$ cat src/include/csru_pkg.sv
// Purpose: shared constants and carriers for the chip select and ready unit
// Assumes: 20-bit physical addresses, 32-bit AHB-Lite register words
// Notes:   register layouts are local to this unit
package csru_pkg;
	localparam int        ADDR_W       = 20;
	localparam int        SIZE_W       = 8;
	localparam int        RDY_W        = 3;
	// register byte offsets
	localparam logic [7:0] OFS_UPPER    = 8'h00;
	localparam logic [7:0] OFS_LOWER    = 8'h04;
	localparam logic [7:0] OFS_MID_BASE = 8'h08;
	localparam logic [7:0] OFS_MPC      = 8'h0C;
	localparam logic [7:0] OFS_PBC      = 8'h10;
	localparam logic [7:0] OFS_STATUS   = 8'h14;
	// field positions
	localparam int        F_RDY_LSB    = 0;
	localparam int        F_IGN_BIT    = 2;
	localparam int        F_SIZE_LSB   = 8;
	localparam int        F_BASE_LSB   = 10;
	localparam int        F_BASE_W     = 10;
	localparam int        F_OPT_BIT    = 7;
	localparam int        F_IO_BIT     = 6;
	localparam int        F_ACT_BIT    = 8;
	// reset values: top 1K, 3 wait states, external ready factored
	localparam logic [RDY_W-1:0]  UPPER_RDY_RST = 3'h3;
	localparam logic [SIZE_W-1:0] UPPER_SIZE_RST = 8'h00;
	// region granules
	localparam int        KB_SHIFT     = 10;
	localparam int        PAREA_SHIFT  = 7;
	localparam int        N_MID        = 4;
	localparam int        N_PER        = 7;
	// internal control register block (256 bytes)
	localparam logic [ADDR_W-1:0] CTRL_BASE = 20'hFFF00;
	localparam int        CTRL_SHIFT   = 8;
	// AHB encodings
	localparam logic [1:0] HTRANS_NONSEQ = 2'h2;
	localparam logic [1:0] HTRANS_SEQ    = 2'h3;
	localparam logic [2:0] HSIZE_WORD    = 3'h2;

	typedef struct packed {
		logic              start;
		logic              done;
		logic [ADDR_W-1:0] addr;
		logic              is_io;
		logic              is_fetch;
		logic              ext_master;
	} csru_cyc_t;

	typedef struct packed {
		logic [RDY_W-1:0]  rdy;
		logic [SIZE_W-1:0] size;
	} csru_area_t;
endpackage : csru_pkg

$ cat src/csru_range_match.sv
// Purpose: one address window compare
// Assumes: lo inclusive, hi exclusive, 21-bit bounds allow the top of space
// Notes:   pure combinational
module csru_range_match (
	input  wire logic [csru_pkg::ADDR_W-1:0] addr,
	input  wire logic [csru_pkg::ADDR_W:0]   lo,
	input  wire logic [csru_pkg::ADDR_W:0]   hi,
	output logic                             match
);
	logic [csru_pkg::ADDR_W:0] a_ext;

	assign a_ext = {1'b0, addr};
	assign match = (a_ext >= lo) && (a_ext < hi);
endmodule : csru_range_match

$ cat src/csru_wait_gen.sv
// Purpose: wait state counter and internal ready for one bus cycle
// Assumes: start is a one-cycle pulse, ext_rdy already synchronised
// Notes:   ready is a one-cycle pulse
module csru_wait_gen (
	input  wire logic                       clk,
	input  wire logic                       rst_n,
	input  wire logic                       start,
	input  wire logic                       done,
	input  wire logic [csru_pkg::RDY_W-1:0] ctl,
	input  wire logic                       ext_rdy,
	output logic                            ready,
	output logic                            busy
);
	typedef enum logic [1:0] {
		W_IDLE = 2'b01,
		W_WAIT = 2'b10
	} csru_wstate_t;

	csru_wstate_t                st_r;
	logic [1:0]                  cnt_r;
	logic [csru_pkg::RDY_W-1:0]  ctl_r;

	// ready needs the count spent and, unless ignored, external ready
	assign ready = (st_r == W_WAIT) && (cnt_r == 2'h0)
		&& (ctl_r[csru_pkg::F_IGN_BIT] || ext_rdy);
	assign busy  = (st_r == W_WAIT);

	always_ff @(posedge clk or negedge rst_n) begin
		if (!rst_n) begin
			st_r  <= W_IDLE;
			cnt_r <= 2'h0;
			ctl_r <= 3'h0;
		end else begin
			case (st_r)
				W_IDLE: begin
					if (start) begin
						st_r  <= W_WAIT;
						cnt_r <= ctl[1:0];
						ctl_r <= ctl;
					end
				end
				W_WAIT: begin
					if (ready || done) begin
						st_r <= W_IDLE;
					end else if (cnt_r != 2'h0) begin
						cnt_r <= cnt_r - 2'h1;
					end
				end
				default: begin
					st_r <= W_IDLE;
				end
			endcase
		end
	end
endmodule : csru_wait_gen

$ cat src/csru_top.sv
// Purpose: chip select decode and internal ready generation
// Assumes: bus cycle descriptor and grant come from logic on clk
// Notes:   selects are registered, active low, driven at all times
// Function
// - only internal CPU or DMA cycles may activate any select output.
// - selects stay actively driven during external master ownership; outside logic selects.
// - six memory selects: upper, lower and four mid-range.
// - upper region ends at top address, lower starts at zero; size sets other bound.
// - after reset upper select covers top 1K, 3 waits, external ready factored.
// - other selects stay off until all their control registers are accessed.
// - seven peripheral selects, consecutive 128-byte areas from base, memory or I/O.
// - peripheral selects wait until both peripheral configuration registers are accessed.
// - option makes sixth and seventh peripheral outputs show latched A1, A2.
// - address outputs high after reset until both registers accessed and option set.
// - internal ready is produced for every access any select responds to.
// - two low ready bits give zero to three wait states.
// - third ready bit clear waits for external ready too; set ignores it.
// - overlapping areas activate all their selects together.
// - control block overlap delays select timing; external data is ignored.
//
// The placing of the registers and the AHB-Lite register port are this design's own decisions.
module csru_top (
	input  wire logic                             clk,
	input  wire logic                             resetn,
	input  wire logic                             hsel,
	input  wire logic [31:0]                      haddr,
	input  wire logic [1:0]                       htrans,
	input  wire logic                             hwrite,
	input  wire logic [2:0]                       hsize,
	input  wire logic [31:0]                      hwdata,
	input  wire logic                             hready,
	output logic      [31:0]                      hrdata,
	output logic                                  hreadyout,
	output logic                                  hresp,
	input  wire csru_pkg::csru_cyc_t              cyc,
	input  wire logic                             bus_grant_ack,
	input  wire logic                             async_ready_in,
	input  wire logic                             sync_ready_in,
	output logic                                  upper_mem_select_n,
	output logic                                  lower_mem_select_n,
	output logic      [csru_pkg::N_MID-1:0]       mid_mem_selects_n,
	output logic      [csru_pkg::N_PER-1:0]       periph_selects_n,
	output logic                                  int_ready,
	output logic                                  ext_data_ignore
);
	localparam int AW = csru_pkg::ADDR_W;

	logic                 rst_s1_r, rst_n_r;
	logic                 async_ready_in_s1_r, async_ready_in_r, sync_ready_in_s1_r, sync_ready_in_r;
	// registers
	csru_pkg::csru_area_t upper_r, lower_r, mid_r;
	logic [csru_pkg::F_BASE_W-1:0] mid_base_r, per_base_r;
	logic                 opt_addr_r, per_io_r;
	logic [csru_pkg::RDY_W-1:0] per_rdy_r;
	logic [4:0]           acc_r;
	// bus slave
	logic                 dp_wr_r;
	logic [7:0]           dp_ofs_r;
	logic                 ap_take;
	logic [7:0]           ap_ofs;
	// bus cycle
	logic                 act_r, first_r, int_r, io_r, fetch_r;
	logic [AW-1:0]        addr_r;
	// decode
	logic                 m_up, m_lo, m_ctrl;
	logic [csru_pkg::N_MID-1:0] m_mid;
	logic [csru_pkg::N_PER-1:0] m_per;
	logic                 en_lo, en_mid, en_per;
	logic                 hit_up, hit_lo, any_mid, any_per, any_hit, sel_ok;
	logic [csru_pkg::RDY_W-1:0] rdy_sel;
	logic [AW:0]          up_lo, lo_hi, mid_lo, q_sz, per_lo;
	logic                 ext_rdy, wg_ready, wg_busy;

	// reset release through two flops
	always_ff @(posedge clk or negedge resetn) begin
		if (!resetn) begin
			rst_s1_r <= 1'b0;
			rst_n_r  <= 1'b0;
		end else begin
			rst_s1_r <= 1'b1;
			rst_n_r  <= rst_s1_r;
		end
	end

	// ready pins come from outside the clock domain
	always_ff @(posedge clk or negedge rst_n_r) begin
		if (!rst_n_r) begin
			async_ready_in_s1_r <= 1'b0;
			async_ready_in_r    <= 1'b0;
			sync_ready_in_s1_r <= 1'b0;
			sync_ready_in_r    <= 1'b0;
		end else begin
			async_ready_in_s1_r <= async_ready_in;
			async_ready_in_r    <= async_ready_in_s1_r;
			sync_ready_in_s1_r <= sync_ready_in;
			sync_ready_in_r    <= sync_ready_in_s1_r;
		end
	end
	assign ext_rdy = async_ready_in_r | sync_ready_in_r;

	// AHB-Lite slave: zero wait states, always OKAY
	assign hreadyout = 1'b1;
	assign hresp     = 1'b0;
	assign ap_take   = hsel && hready && (htrans == csru_pkg::HTRANS_NONSEQ
		|| htrans == csru_pkg::HTRANS_SEQ);
	assign ap_ofs    = haddr[7:0];

	always_ff @(posedge clk or negedge rst_n_r) begin
		if (!rst_n_r) begin
			dp_wr_r  <= 1'b0;
			dp_ofs_r <= 8'h00;
		end else begin
			dp_wr_r  <= ap_take && hwrite;
			dp_ofs_r <= ap_take ? ap_ofs : 8'hFF;
		end
	end

	// read data is captured in the address phase
	always_ff @(posedge clk or negedge rst_n_r) begin
		if (!rst_n_r) begin
			hrdata <= 32'h0000_0000;
		end else if (ap_take && !hwrite) begin
			case (ap_ofs)
				csru_pkg::OFS_UPPER:    hrdata <= {16'h0000, upper_r.size, 5'h00, upper_r.rdy};
				csru_pkg::OFS_LOWER:    hrdata <= {16'h0000, lower_r.size, 5'h00, lower_r.rdy};
				csru_pkg::OFS_MID_BASE: hrdata <= {12'h000, mid_base_r, 10'h000};
				csru_pkg::OFS_MPC:      hrdata <= {16'h0000, mid_r.size, opt_addr_r, 4'h0,
					mid_r.rdy};
				csru_pkg::OFS_PBC:      hrdata <= {12'h000, per_base_r, 3'h0, per_io_r, 3'h0,
					per_rdy_r};
				csru_pkg::OFS_STATUS:   hrdata <= {22'h000000, wg_busy, act_r, 3'h0, acc_r};
				default:                hrdata <= 32'h0000_0000;
			endcase
		end
	end

	// any access, read or write, arms the function behind a register
	always_ff @(posedge clk or negedge rst_n_r) begin
		if (!rst_n_r) begin
			acc_r <= 5'h00;
		end else if (ap_take) begin
			case (ap_ofs)
				csru_pkg::OFS_UPPER:    acc_r[0] <= 1'b1;
				csru_pkg::OFS_LOWER:    acc_r[1] <= 1'b1;
				csru_pkg::OFS_MID_BASE: acc_r[2] <= 1'b1;
				csru_pkg::OFS_MPC:      acc_r[3] <= 1'b1;
				csru_pkg::OFS_PBC:      acc_r[4] <= 1'b1;
				default:                acc_r    <= acc_r;
			endcase
		end
	end

	always_ff @(posedge clk or negedge rst_n_r) begin
		if (!rst_n_r) begin
			upper_r    <= '{rdy: csru_pkg::UPPER_RDY_RST, size: csru_pkg::UPPER_SIZE_RST};
			lower_r    <= '{rdy: 3'h0, size: 8'h00};
			mid_r      <= '{rdy: 3'h0, size: 8'h00};
			mid_base_r <= 10'h000;
			per_base_r <= 10'h000;
			opt_addr_r <= 1'b0;
			per_io_r   <= 1'b0;
			per_rdy_r  <= 3'h0;
		end else if (dp_wr_r) begin
			case (dp_ofs_r)
				csru_pkg::OFS_UPPER: begin
					upper_r.rdy  <= hwdata[csru_pkg::F_RDY_LSB +: csru_pkg::RDY_W];
					upper_r.size <= hwdata[csru_pkg::F_SIZE_LSB +: csru_pkg::SIZE_W];
				end
				csru_pkg::OFS_LOWER: begin
					lower_r.rdy  <= hwdata[csru_pkg::F_RDY_LSB +: csru_pkg::RDY_W];
					lower_r.size <= hwdata[csru_pkg::F_SIZE_LSB +: csru_pkg::SIZE_W];
				end
				csru_pkg::OFS_MID_BASE: begin
					mid_base_r <= hwdata[csru_pkg::F_BASE_LSB +: csru_pkg::F_BASE_W];
				end
				csru_pkg::OFS_MPC: begin
					mid_r.rdy  <= hwdata[csru_pkg::F_RDY_LSB +: csru_pkg::RDY_W];
					mid_r.size <= hwdata[csru_pkg::F_SIZE_LSB +: csru_pkg::SIZE_W];
					opt_addr_r <= hwdata[csru_pkg::F_OPT_BIT];
				end
				csru_pkg::OFS_PBC: begin
					per_rdy_r  <= hwdata[csru_pkg::F_RDY_LSB +: csru_pkg::RDY_W];
					per_io_r   <= hwdata[csru_pkg::F_IO_BIT];
					per_base_r <= hwdata[csru_pkg::F_BASE_LSB +: csru_pkg::F_BASE_W];
				end
				default: begin
					opt_addr_r <= opt_addr_r;
				end
			endcase
		end
	end

	// latch the bus cycle; external master cycles are marked not internal
	always_ff @(posedge clk or negedge rst_n_r) begin
		if (!rst_n_r) begin
			act_r   <= 1'b0;
			first_r <= 1'b0;
			int_r   <= 1'b0;
			io_r    <= 1'b0;
			fetch_r <= 1'b0;
			addr_r  <= '0;
		end else if (cyc.start) begin
			act_r   <= 1'b1;
			first_r <= 1'b1;
			int_r   <= !cyc.ext_master && !bus_grant_ack;
			io_r    <= cyc.is_io;
			fetch_r <= cyc.is_fetch;
			addr_r  <= cyc.addr;
		end else begin
			first_r <= 1'b0;
			if (cyc.done || wg_ready) begin
				act_r <= 1'b0;
			end
		end
	end

	// window bounds, all 21 bits so the top of space is reachable
	assign up_lo  = {1'b1, {AW{1'b0}}}
		- (({{(AW+1-csru_pkg::SIZE_W){1'b0}}, upper_r.size} + 21'h1) << csru_pkg::KB_SHIFT);
	assign lo_hi  = ({{(AW+1-csru_pkg::SIZE_W){1'b0}}, lower_r.size} + 21'h1)
		<< csru_pkg::KB_SHIFT;
	assign mid_lo = {1'b0, mid_base_r, {csru_pkg::F_BASE_LSB{1'b0}}};
	assign q_sz   = ({{(AW+1-csru_pkg::SIZE_W){1'b0}}, mid_r.size} + 21'h1)
		<< csru_pkg::KB_SHIFT;
	assign per_lo = {1'b0, per_base_r, {csru_pkg::F_BASE_LSB{1'b0}}};

	csru_range_match u_up (
		.addr  (addr_r),
		.lo    (up_lo),
		.hi    ({1'b1, {AW{1'b0}}}),
		.match (m_up)
	);

	csru_range_match u_lo (
		.addr  (addr_r),
		.lo    ({(AW+1){1'b0}}),
		.hi    (lo_hi),
		.match (m_lo)
	);

	csru_range_match u_ctrl (
		.addr  (addr_r),
		.lo    ({1'b0, csru_pkg::CTRL_BASE}),
		.hi    ({1'b0, csru_pkg::CTRL_BASE} + (21'h1 << csru_pkg::CTRL_SHIFT)),
		.match (m_ctrl)
	);

	// four ascending quarters of the mid block
	for (genvar q = 0; q < csru_pkg::N_MID; q++) begin : g_mid
		logic [AW:0] qlo;
		assign qlo = mid_lo + q_sz * 21'(q);
		csru_range_match u_mq (
			.addr  (addr_r),
			.lo    (qlo),
			.hi    (qlo + q_sz),
			.match (m_mid[q])
		);
	end

	// seven consecutive 128-byte areas above the base
	for (genvar p = 0; p < csru_pkg::N_PER; p++) begin : g_per
		logic [AW:0] plo;
		assign plo = per_lo + (21'(p) << csru_pkg::PAREA_SHIFT);
		csru_range_match u_pa (
			.addr  (addr_r),
			.lo    (plo),
			.hi    (plo + (21'h1 << csru_pkg::PAREA_SHIFT)),
			.match (m_per[p])
		);
	end

	assign en_lo  = acc_r[1];
	assign en_mid = acc_r[2] && acc_r[3];
	assign en_per = acc_r[3] && acc_r[4];

	// control block overlap holds selects off for the first cycle
	assign sel_ok  = act_r && int_r && !(m_ctrl && first_r);
	assign hit_up  = !io_r && m_up;
	assign hit_lo  = !io_r && m_lo && en_lo;
	assign any_mid = !io_r && en_mid && (|m_mid);
	assign any_per = (io_r == per_io_r) && en_per && (|m_per);
	assign any_hit = hit_up || hit_lo || any_mid || any_per;

	// overlapping areas share one ready setting; first match is used
	always_comb begin
		rdy_sel = per_rdy_r;
		if (hit_up) begin
			rdy_sel = upper_r.rdy;
		end else if (hit_lo) begin
			rdy_sel = lower_r.rdy;
		end else if (any_mid) begin
			rdy_sel = mid_r.rdy;
		end
	end

	// each select is decoded on its own so overlaps fire together
	always_ff @(posedge clk or negedge rst_n_r) begin
		if (!rst_n_r) begin
			upper_mem_select_n <= 1'b1;
			lower_mem_select_n <= 1'b1;
			mid_mem_selects_n  <= '1;
			periph_selects_n   <= '1;
		end else begin
			// driven, never floated, while an external master owns the bus; high except the latched A1, A2 outputs, which hold their value
			upper_mem_select_n <= !(sel_ok && hit_up);
			lower_mem_select_n <= !(sel_ok && hit_lo);
			mid_mem_selects_n  <= ~({csru_pkg::N_MID{sel_ok && !io_r && en_mid}} & m_mid);
			periph_selects_n[4:0] <= ~({5{sel_ok && (io_r == per_io_r) && en_per}}
				& m_per[4:0]);
			if (en_per && opt_addr_r) begin
				// latched A1, A2 held for the whole cycle
				if (act_r && int_r) begin
					periph_selects_n[5] <= addr_r[1];
					periph_selects_n[6] <= addr_r[2];
				end
			end else begin
				periph_selects_n[6:5] <= ~({2{sel_ok && (io_r == per_io_r) && en_per}}
					& m_per[6:5]);
			end
		end
	end

	// external data is discarded when the control block answers
	always_ff @(posedge clk or negedge rst_n_r) begin
		if (!rst_n_r) begin
			ext_data_ignore <= 1'b0;
		end else begin
			ext_data_ignore <= act_r && int_r && m_ctrl;
		end
	end

	// wait states start once the select decode has settled
	csru_wait_gen u_wait (
		.clk     (clk),
		.rst_n   (rst_n_r),
		.start   (first_r && int_r && any_hit),
		.done    (cyc.done),
		.ctl     (rdy_sel),
		.ext_rdy (ext_rdy),
		.ready   (wg_ready),
		.busy    (wg_busy)
	);

	assign int_ready = wg_ready;

	// fetch flag latched for the current cycle but not used or shown in status
	logic unused_fetch;
	assign unused_fetch = fetch_r;
endmodule : csru_top

$ cat config.mk
export PLATFORM = sky130hd
export DESIGN_NAME = csru_top
export DESIGN_NICKNAME = d
export VERILOG_FILES = /design/src/include/csru_pkg.sv /design/src/csru_range_match.sv /design/src/csru_wait_gen.sv /design/src/csru_top.sv
export SDC_FILE = /design/constraint.sdc
export NUM_CORES = 1
export LEC_CHECK = 0
export ABC_AREA = 0
export BUFFER_PORTS_ARGS = -buffer_cell sky130_fd_sc_hd__buf_2
export CAP_MARGIN = 20
export CORE_MARGIN = 4
export CORE_UTILIZATION = 53
export DETAILED_ROUTE_END_ITERATION = 16
export GPL_TIMING_DRIVEN = 1
export PLACE_DENSITY_LB_ADDON = 0.15
export SETUP_SLACK_MARGIN = 0.1
export SLEW_MARGIN = 10
export SYNTH_ARGS = -nofsm -noshare
export SYNTH_HDL_FRONTEND = slang
export SYNTH_SLANG_ARGS = --single-unit
$ cat constraint.sdc
create_clock -name clk -period 3.91 [get_ports clk]
set_input_delay 0.9775 -clock clk [delete_from_list [all_inputs] [get_ports clk]]
set_output_delay 0.9775 -clock clk [all_outputs]
set_load 0.01 [all_outputs]
* Word-level counts from Yosys, hierarchy flattened
Index checks and enable logic that the tools add are counted.
** Word-level totals
- Flip-flop bits (word level) :: 155
- Input port bits :: 102
- Word-level logic and storage cells :: 210
** Cells by class
- $add $sub $neg :: 23
- Multipliers :: 1
- Magnitude comparators :: 27
- Equality and inequality tests :: 19
- Mux-type cells :: 17
- Bitwise gates (word level) :: 7
- Reduce and logical (&&, ||, !) cells :: 77
** Operators by type and width (number)
- < comparator 20 x 21 -> 1 bit :: 11
- >= comparator 20 x 21 -> 1 bit :: 10
- adder 21 x 8 -> 21 bit, second input constant :: 6
- case mux 20 bit (6 select lines) :: 1
- adder 20 x 10 -> 21 bit, second input constant :: 3
- adder 21 x 19 -> 21 bit :: 3
- logical AND 1 bit :: 43
- adder 20 x 9 -> 21 bit, second input constant :: 2
- >= comparator 20 bit :: 2
- == test 8 x 4 -> 1 bit, second input constant :: 4
- adder 8 x 1 -> 9 bit, second input constant :: 3
- == test 8 x 5 -> 1 bit, second input constant :: 3
- AND reduction 2 bit :: 12
- adder 20 x 19 -> 21 bit :: 1
- adder 20 x 20 -> 21 bit :: 1
- adder 20 x 21 -> 21 bit :: 1
- adder 20 x 8 -> 21 bit, second input constant :: 1
- < comparator 20 x 21 -> 1 bit, second input constant :: 1
- subtractor 21 x 19 -> 21 bit, first input constant :: 1
- >= comparator 20 x 1 -> 1 bit, second input constant :: 1
- >= comparator 20 bit, second input constant :: 1
- < comparator 20 x 19 -> 1 bit :: 1
- == test 8 x 3 -> 1 bit, second input constant :: 2
- logical NOT 8 bit :: 2
- other kinds (26) :: 55

* Depth between registers and ports, before layout
- Word-level depth :: 13
- Mapped depth :: 30
- Mapped depth without buffers :: 29

* Cells and area by module
Synthesis repeated with hierarchy kept, for this count alone.
** Unflattened totals
- Cells, all modules :: 2827
- Area total of the unflattened synthesis :: 22814.4 um2
** Modules (own cells, without submodules)
- csru_range_match :: times used 14, cells an instance 137, area each 974.7 um2
- csru_top :: times used 1, cells an instance 881, area each 8887.3 um2
- csru_wait_gen :: times used 1, cells an instance 28, area each 281.5 um2

* Worst setup path after synthesis
OpenSTA, ideal clock, no wires.
- Kind :: flip-flop to flip-flop
- Start :: reg mid_r[1] (netlist bit)
- End :: reg u_wait.ctl_r[2] (netlist bit)
- Arrival time :: 5.744 ns
- Required time :: 3.785 ns
- Path slack :: -1.959 ns
- Cell stages (with the launch flop) :: 27
- Period minus slack after synthesis :: 5.869 ns
- Cell sequence :: dfrtp_1 > ha_1 > buf_2 > nand3_1 > xor2_2 > inv_2 > ha_1 > a21oi_1 > a21oi_1 > nor2_1 > xnor2_1 > ha_1 > a21o_1 > o21bai_2 > xor2_1 > ha_1 > a21o_1 > a31oi_1 > xor2_1 > ha_1 > a2111o_1 > o311ai_0 > a41oi_2 > nor3_2 > a211oi_2 > a21oi_2 > mux2_2
** On the way
- Cells in the longest elaborated chain, start to end :: 12
- Elaborated cells on any way between the ends :: 28
** RTL lines
- start, declared :: line csru_top.sv:51 : csru_pkg::csru_area_t upper_r, lower_r, mid_r;
- start signal, assigned :: line csru_top.sv:157 : mid_r <= '{rdy: 3'h0, size: 8'h00};
- adder 8 x 1 -> 9 bit * :: line csru_top.sv:223 : assign q_sz = ({{(AW+1-csru_pkg::SIZE_W){1'b0}}, mid_r.size} + 21'h1)
- multiplier 9 x 2 -> 11 bit :: line csru_top.sv:251 : assign qlo = mid_lo + q_sz * 21'(q);
- adder 20 x 21 -> 21 bit :: line csru_top.sv:251
- adder 21 x 19 -> 21 bit :: line csru_top.sv:255 : .hi (qlo + q_sz),
- < comparator 20 x 21 -> 1 bit :: line csru_range_match.sv:13 : assign match = (a_ext >= lo) && (a_ext < hi);
- logical AND 1 bit :: line csru_range_match.sv:13
- OR reduction 4 bit * :: line csru_top.sv:280 : assign any_mid = !io_r && en_mid && (|m_mid);
- logical AND 1 bit * :: line csru_top.sv:280
- logical OR 1 bit (2 in series) :: line csru_top.sv:282 : assign any_hit = hit_up || hit_lo || any_mid || any_per;
- logical AND 1 bit :: line csru_top.sv:336 : .start (first_r && int_r && any_hit),
- AND reduction 2 bit (no line)
- end signal, assigned :: line csru_wait_gen.sv:39 : ctl_r <= ctl;
- end, declared :: line csru_wait_gen.sv:21 : logic [csru_pkg::RDY_W-1:0] ctl_r;
Every way passes the cells marked *; elsewhere a longest branch is shown, timed or not.
A chain may end at the register's enable or synchronous reset.

* Worst setup path in the final report
- Start :: reg mid_r[0] (netlist bit)
- End :: reg u_wait.cnt_r[1]
** On the way
- Cells in the longest elaborated chain, start to end :: 13
- Elaborated cells on any way between the ends :: 31
** RTL lines
- adder 8 x 1 -> 9 bit * :: line csru_top.sv:223
- multiplier 9 x 2 -> 11 bit :: line csru_top.sv:251
- adder 20 x 21 -> 21 bit :: line csru_top.sv:251
- adder 21 x 19 -> 21 bit :: line csru_top.sv:255
- < comparator 20 x 21 -> 1 bit :: line csru_range_match.sv:13
- logical AND 1 bit :: line csru_range_match.sv:13
- OR reduction 4 bit * :: line csru_top.sv:280
- logical AND 1 bit * :: line csru_top.sv:280
- 2-to-1 mux 3 bit / logical OR 1 bit (equally long branches) :: line csru_top.sv:291, csru_top.sv:282
- 2-to-1 mux 3 bit / logical OR 1 bit (equally long branches) :: line csru_top.sv:289, csru_top.sv:282
- 2-to-1 mux 3 bit / logical AND 1 bit (equally long branches) :: line csru_top.sv:287, csru_top.sv:336
- 2-to-1 mux 2 bit / inequality test 2 x 1 -> 1 bit (equally long branches)
- case mux 2 bit (2 select lines) / AND reduction 4 bit (equally long branches)
- end signal, assigned :: line csru_wait_gen.sv:38 : cnt_r <= ctl[1:0];
- end signal, assigned :: line csru_wait_gen.sv:46 : cnt_r <= cnt_r - 2'h1;
- end, declared :: line csru_wait_gen.sv:20 : logic [1:0] cnt_r;
Every way passes the cells marked *; elsewhere a longest branch is shown, timed or not. The select of a mux whose other input is x is not followed.

==> flow_summary.html <==
<table>
<tr><th>Metric</th><th>Value</th></tr>
<tr><th colspan="2">Run status</th></tr>
<tr><td>Outcome</td><td>complete, but fails checks</td></tr>
<tr><td>Violations in the final reports</td><td>setup timing</td></tr>
<tr><th colspan="2">Pwr</th></tr>
<tr><td>Switching part of the total</td><td>roughly 38%</td></tr>
<tr><td>Net switching power</td><td>roughly 2.4 mW</td></tr>
<tr><td>Seq pwr share</td><td>about a quarter</td></tr>
<tr><td>Combinational cell fraction of total power</td><td>a little under half</td></tr>
<tr><td>Maximum vdd drop</td><td>approximately 0.32 mV</td></tr>
<tr><td>Internal power of the cells</td><td>between 3 and 4 mW</td></tr>
<tr><td>Power density normalized to cell area</td><td>414 nW/µm²</td></tr>
<tr><td>Part of the power in the clock network</td><td>roughly a quarter</td></tr>
<tr><td>Leakage component of the power</td><td>a little over 7 nW</td></tr>
<tr><th colspan="2">CTS</th></tr>
<tr><td>TritonCTS sink count</td><td>140</td></tr>
<tr><td>Library cell used as clock root buffer</td><td>sky130_fd_sc_hd__clkbuf_16</td></tr>
<tr><td>Reg clk slew, reported paths</td><td>around 0.07 ns</td></tr>
<tr><td>Post-cts hold buffer count</td><td>0</td></tr>
<tr><td>TritonCTS clock tree</td><td>done</td></tr>
<tr><td>Insertion delay to the later sink of the worst-skew pair</td><td>~0.44 ns</td></tr>
<tr><td>Maximum number of buffers from clock root to sink</td><td>2</td></tr>
<tr><td>Number of buffers created by CTS</td><td>17</td></tr>
<tr><td>Number of levels the H-tree was split into</td><td>4</td></tr>
<tr><th colspan="2">Logic synthesis</th></tr>
<tr><td>Count of flip-flops with a built-in enable after synthesis</td><td>0</td></tr>
<tr><td>Synthesized area</td><td>~12000 µm²</td></tr>
<tr><td>Warnings from Yosys</td><td>0</td></tr>
<tr><td>Synth top cells by count</td><td>sky130_fd_sc_hd__ha_1 (142), sky130_fd_sc_hd__dfrtp_1 (124), sky130_fd_sc_hd__nand2_1 (91)</td></tr>
<tr><td>Async SR Flop Fraction</td><td>100%</td></tr>
<tr><td>Top-area cell type share of the netlist area</td><td>between 20% and 30%</td></tr>
<tr><td>Flops &amp; latches, synth</td><td>140</td></tr>
<tr><td>Ranking of synthesized cells by area</td><td>sky130_fd_sc_hd__dfrtp_1 (27%), sky130_fd_sc_hd__ha_1 (15%), sky130_fd_sc_hd__mux2_2 (7.0%)</td></tr>
<tr><td>Most numerous cell in the Yosys netlist</td><td>sky130_fd_sc_hd__ha_1</td></tr>
<tr><td>Fraction of the yosys area taken by sequential cells</td><td>between 30% and 40%</td></tr>
<tr><td>Count of cell types in the netlist</td><td>just over 90</td></tr>
<tr><td>Mapped Cells</td><td>~1200</td></tr>
<tr><td>Library cell occupying the most area in the post-synthesis netlist</td><td>sky130_fd_sc_hd__dfrtp_1</td></tr>
<tr><td>Mean cell area of the mapped netlist</td><td>roughly 9.4 µm²</td></tr>
<tr><td>Main flop type after synthesis</td><td>sky130_fd_sc_hd__dfrtp_1</td></tr>
<tr><th colspan="2">Cells and area</th></tr>
<tr><td>Area overhead of the layout relative to synthesis</td><td>31.0%</td></tr>
<tr><td>Final design instance area without fill</td><td>~15000 µm²</td></tr>
<tr><td>Total Nets Final</td><td>~1800</td></tr>
<tr><td>Layout cells sized above 1</td><td>a little under two fifths</td></tr>
<tr><th colspan="2">Setup path</th></tr>
<tr><td>Crit path capture type</td><td>register</td></tr>
<tr><td>Capture point of the worst reg-to-reg path</td><td>u_wait.cnt_r[1]$_DFFE_PN0P_</td></tr>
<tr><td>Slowest CP cell</td><td>sky130_fd_sc_hd__fa_1</td></tr>
<tr><td>Depth of the worst register-to-register path</td><td>25</td></tr>
<tr><td>CP delay by family, top</td><td>adder cells</td></tr>
<tr><td>Maximum fanout along the worst path</td><td>7</td></tr>
<tr><td>Register-to-register setup slack</td><td>-1.70 ns</td></tr>
<tr><td>Data arrival, critical path</td><td>approximately 5.9 ns</td></tr>
<tr><td>Startpoint of the most critical register-to-register path</td><td>mid_r[0]$_DFFE_PN0P_</td></tr>
<tr><td>Required time of the critical path</td><td>approximately 4.2 ns</td></tr>
<tr><td>Stage delay of the slowest cell on the critical path</td><td>about 0.53 ns</td></tr>
<tr><td>Setup CP Type</td><td>reg -&gt; reg</td></tr>
<tr><td>Startpoint class of the critical path</td><td>register</td></tr>
<tr><td>Number of buffers and inverters on the critical path</td><td>5</td></tr>
<tr><th colspan="2">GRT</th></tr>
<tr><td>Total Routing Usage GR</td><td>a little under a third</td></tr>
<tr><td>Most used routing layer in global routing</td><td>met2</td></tr>
<tr><td>Met2 demand-to-capacity share in global routing</td><td>around 54%</td></tr>
<tr><td>GR Layer Usage met3</td><td>between 4 and 5%</td></tr>
<tr><td>GR Layer Usage met1</td><td>between 30 and 40%</td></tr>
<tr><td>Global-route wire length before repair</td><td>slightly below 60 mm</td></tr>
<tr><td>Total gr overflow</td><td>0</td></tr>
<tr><td>Maximum number of pins on one net before global-route repair</td><td>between 70 and 80</td></tr>
<tr><td>Vias in the first global route</td><td>11332</td></tr>
<tr><td>Number of antenna violations at the first check in global routing</td><td>1</td></tr>
<tr><th colspan="2">Detailed routing</th></tr>
<tr><td>Average routed wire per standard cell</td><td>around 20 µm</td></tr>
<tr><td>Via density per instance</td><td>approximately 5.9</td></tr>
<tr><td>Final routed DRC violation total</td><td>0</td></tr>
<tr><td>First drt pass iteration count</td><td>7</td></tr>
<tr><td>Final Routed Wirelength</td><td>37.5 mm</td></tr>
<tr><td>Detailed router's first-iteration violation count</td><td>764</td></tr>
<tr><td>DR vias</td><td>roughly 11000</td></tr>
<tr><td>Antenna Violating Nets Remaining</td><td>0</td></tr>
<tr><th colspan="2">Die</th></tr>
<tr><td>Width of the die</td><td>156 µm</td></tr>
<tr><td>Starting utilization of the core area</td><td>54.5%</td></tr>
<tr><td>Area of the die</td><td>~24000 µm²</td></tr>
<tr><td>Number of placed I/O pins</td><td>~150</td></tr>
<tr><td># rows</td><td>53</td></tr>
<tr><td>Placeable core area</td><td>~21000 µm²</td></tr>
<tr><td>Die height</td><td>~160 µm</td></tr>
<tr><th colspan="2">STA</th></tr>
<tr><td>Transition time at the pin with the least slew margin</td><td>1.01 ns</td></tr>
<tr><td>Final setup margin</td><td>-1.70 ns</td></tr>
<tr><td>Relative slew slack</td><td>around a third</td></tr>
<tr><td>Final critical delay including setup and external delays</td><td>between 5 and 6 ns</td></tr>
<tr><td>Number of setup violations in the final report</td><td>9</td></tr>
<tr><td>F_max</td><td>between 150 and 200 MHz</td></tr>
<tr><td>Worst Clk Skew</td><td>roughly 0.011 ns</td></tr>
<tr><td>Max-slew violation count</td><td>0</td></tr>
<tr><td>Hold slack</td><td>between 0.3 and 0.4 ns</td></tr>
<tr><td>Fin crit share</td><td>143%</td></tr>
<tr><td>Setup repair after global routing missed its margin</td><td>true</td></tr>
<tr><td>Hold violation count in the final report</td><td>0</td></tr>
<tr><th colspan="2">Job</th></tr>
<tr><td>Count of max-cap constraint violations</td><td>0</td></tr>
<tr><th colspan="2">Placement</th></tr>
<tr><td>RD Place Congestion</td><td>roughly 0.96</td></tr>
<tr><td>Placed Area</td><td>between 10000 and 15000 µm²</td></tr>
<tr><td>Final HPWL from detailed placement</td><td>about 28 mm</td></tr>
<tr><td>Number of port buffers</td><td>slightly above 90</td></tr>
<tr><th colspan="2">Worst hold path</th></tr>
<tr><td>Hold Path Class</td><td>in -&gt; async</td></tr>
</table>
==> sequential cells by signal (all words and copies together), names as in the netlist, 7 cells and up <==
signal            flops
mid_r                11
mid_base_r           10
upper_r              11
addr_r               20
hrdata               19
per_base_r           10
dp_ofs_r              8
lower_r              11
periph_selects_n      7
==> stage by stage <==
step                utilization (%)  instances  TNS (ns)  setup slack, ns  power [mW]
floorplan                         -       1247     -9.30            -1.58        3.29
global placement               65.3       1779    -11.43            -1.65        4.24
detailed placement             65.3       1779    -12.59            -1.84        4.31
CTS                            70.0       1833    -10.75            -1.62        6.13
global route                   71.3       1848    -13.21            -1.96        6.68
finish                         71.3       1848    -11.14            -1.70        6.28
==> what timing repair did <==
item | in CTS | in global routing
resized for setup | 49 | 35
buffers inserted | 22 | 14
endpoints found under the setup margin | 9 | 9
hold endpoints to repair | 0 | 0
pin swaps | 27 | 24
==> cell usage in the layout, fill, tap and decap left out, drive strengths merged, types with 6 or more instances in the layout <==
| cell | Yosys | routed |
|---|---|---|
| a21o | 32 | 32 |
| o31a | 8 | 8 |
| mux2 | 72 | 72 |
| nor2 | 71 | 71 |
| nand3 | 39 | 39 |
| a211oi | 18 | 18 |
| and2 | 8 | 8 |
| and3 | 15 | 15 |
| clkbuf | 23 | 17 |
| conb | 2 | 16 |
| nor2b | 14 | 14 |
| o21a | 37 | 37 |
| nand4 | 12 | 12 |
| nor4 | 7 | 7 |
| a31oi | 9 | 9 |
| o31ai | 8 | 8 |
| or3 | 9 | 9 |
| xnor2 | 54 | 54 |
| xor2 | 24 | 24 |
| clkinv | 0 | 6 |
| a222oi | 11 | 11 |
| buf | 22 | 338 |
| a21oi | 63 | 63 |
| o211ai | 6 | 6 |
| nand2 | 91 | 91 |
| dfrtp | 124 | 124 |
| maj3 | 7 | 7 |
| inv | 81 | 88 |
| nand2b | 17 | 17 |
| o2111ai | 8 | 8 |
| nor3 | 31 | 31 |
| o21ai | 70 | 70 |
| a22oi | 15 | 15 |
| fa | 6 | 6 |
| dfstp | 16 | 16 |
| ha | 142 | 142 |
==> power groups by stage <==
stage          Sequential [mW]  Combinational [mW]  Clock, mW
6_report                  1.63                3.00       1.65
5_1_grt                   1.64                3.32       1.72
4_1_cts                   1.63                2.83       1.66
3_5_place_dp              1.66                2.65          0
3_3_place_gp              1.65                2.58          0
2_1_floorplan             1.62                1.67          0
==> worst max-delay path by stage <==
stage          cells past startpoint            startpoint                     endpoint  slack, ns
3_5_place_dp                      25  mid_r[0]$_DFFE_PN0P_  u_wait.cnt_r[0]$_DFFE_PN0P_      -1.84
4_1_cts                           29  mid_r[0]$_DFFE_PN0P_  u_wait.cnt_r[1]$_DFFE_PN0P_      -1.62
3_3_place_gp                      24  mid_r[0]$_DFFE_PN0P_  u_wait.ctl_r[2]$_DFFE_PN0P_      -1.65
2_1_floorplan                     22  mid_r[0]$_DFFE_PN0P_  u_wait.ctl_r[2]$_DFFE_PN0P_      -1.58
6_report                          25  mid_r[0]$_DFFE_PN0P_  u_wait.cnt_r[1]$_DFFE_PN0P_      -1.70
5_1_grt                           25  mid_r[0]$_DFFE_PN0P_  u_wait.cnt_r[1]$_DFFE_PN0P_      -1.96
==> kinds of logic after synthesis <==
logic type	synth area share [%]
mux	7.17
flops	30.4
buf+inv	4.67
compound gates	20.0
xor+xnor	6.48
fa+ha+maj	17.0
simple gates	14.3
other cells	0.0648
==> area by class of cell <==
type / instances / area (µm²)
sequential: 140 / 3530
clock inverter: 15 / 174
fill: 1646 / 6100
timing repair buffer: 338 / 2350
tap: 275 / 344
antenna: 1 / 2.50
clock buffer: 17 / 425
inverter: 81 / 307
multi-input combinational: 981 / 8050
==> layer usage <==
metal  vias up  wire length (µm)
li1       5139                 -
met1      5338             15300
met2       356             18700
met3        95              1780
met4         0              1730
met5         -                 0
No activity file was read; power rests on OpenSTA's default activity.
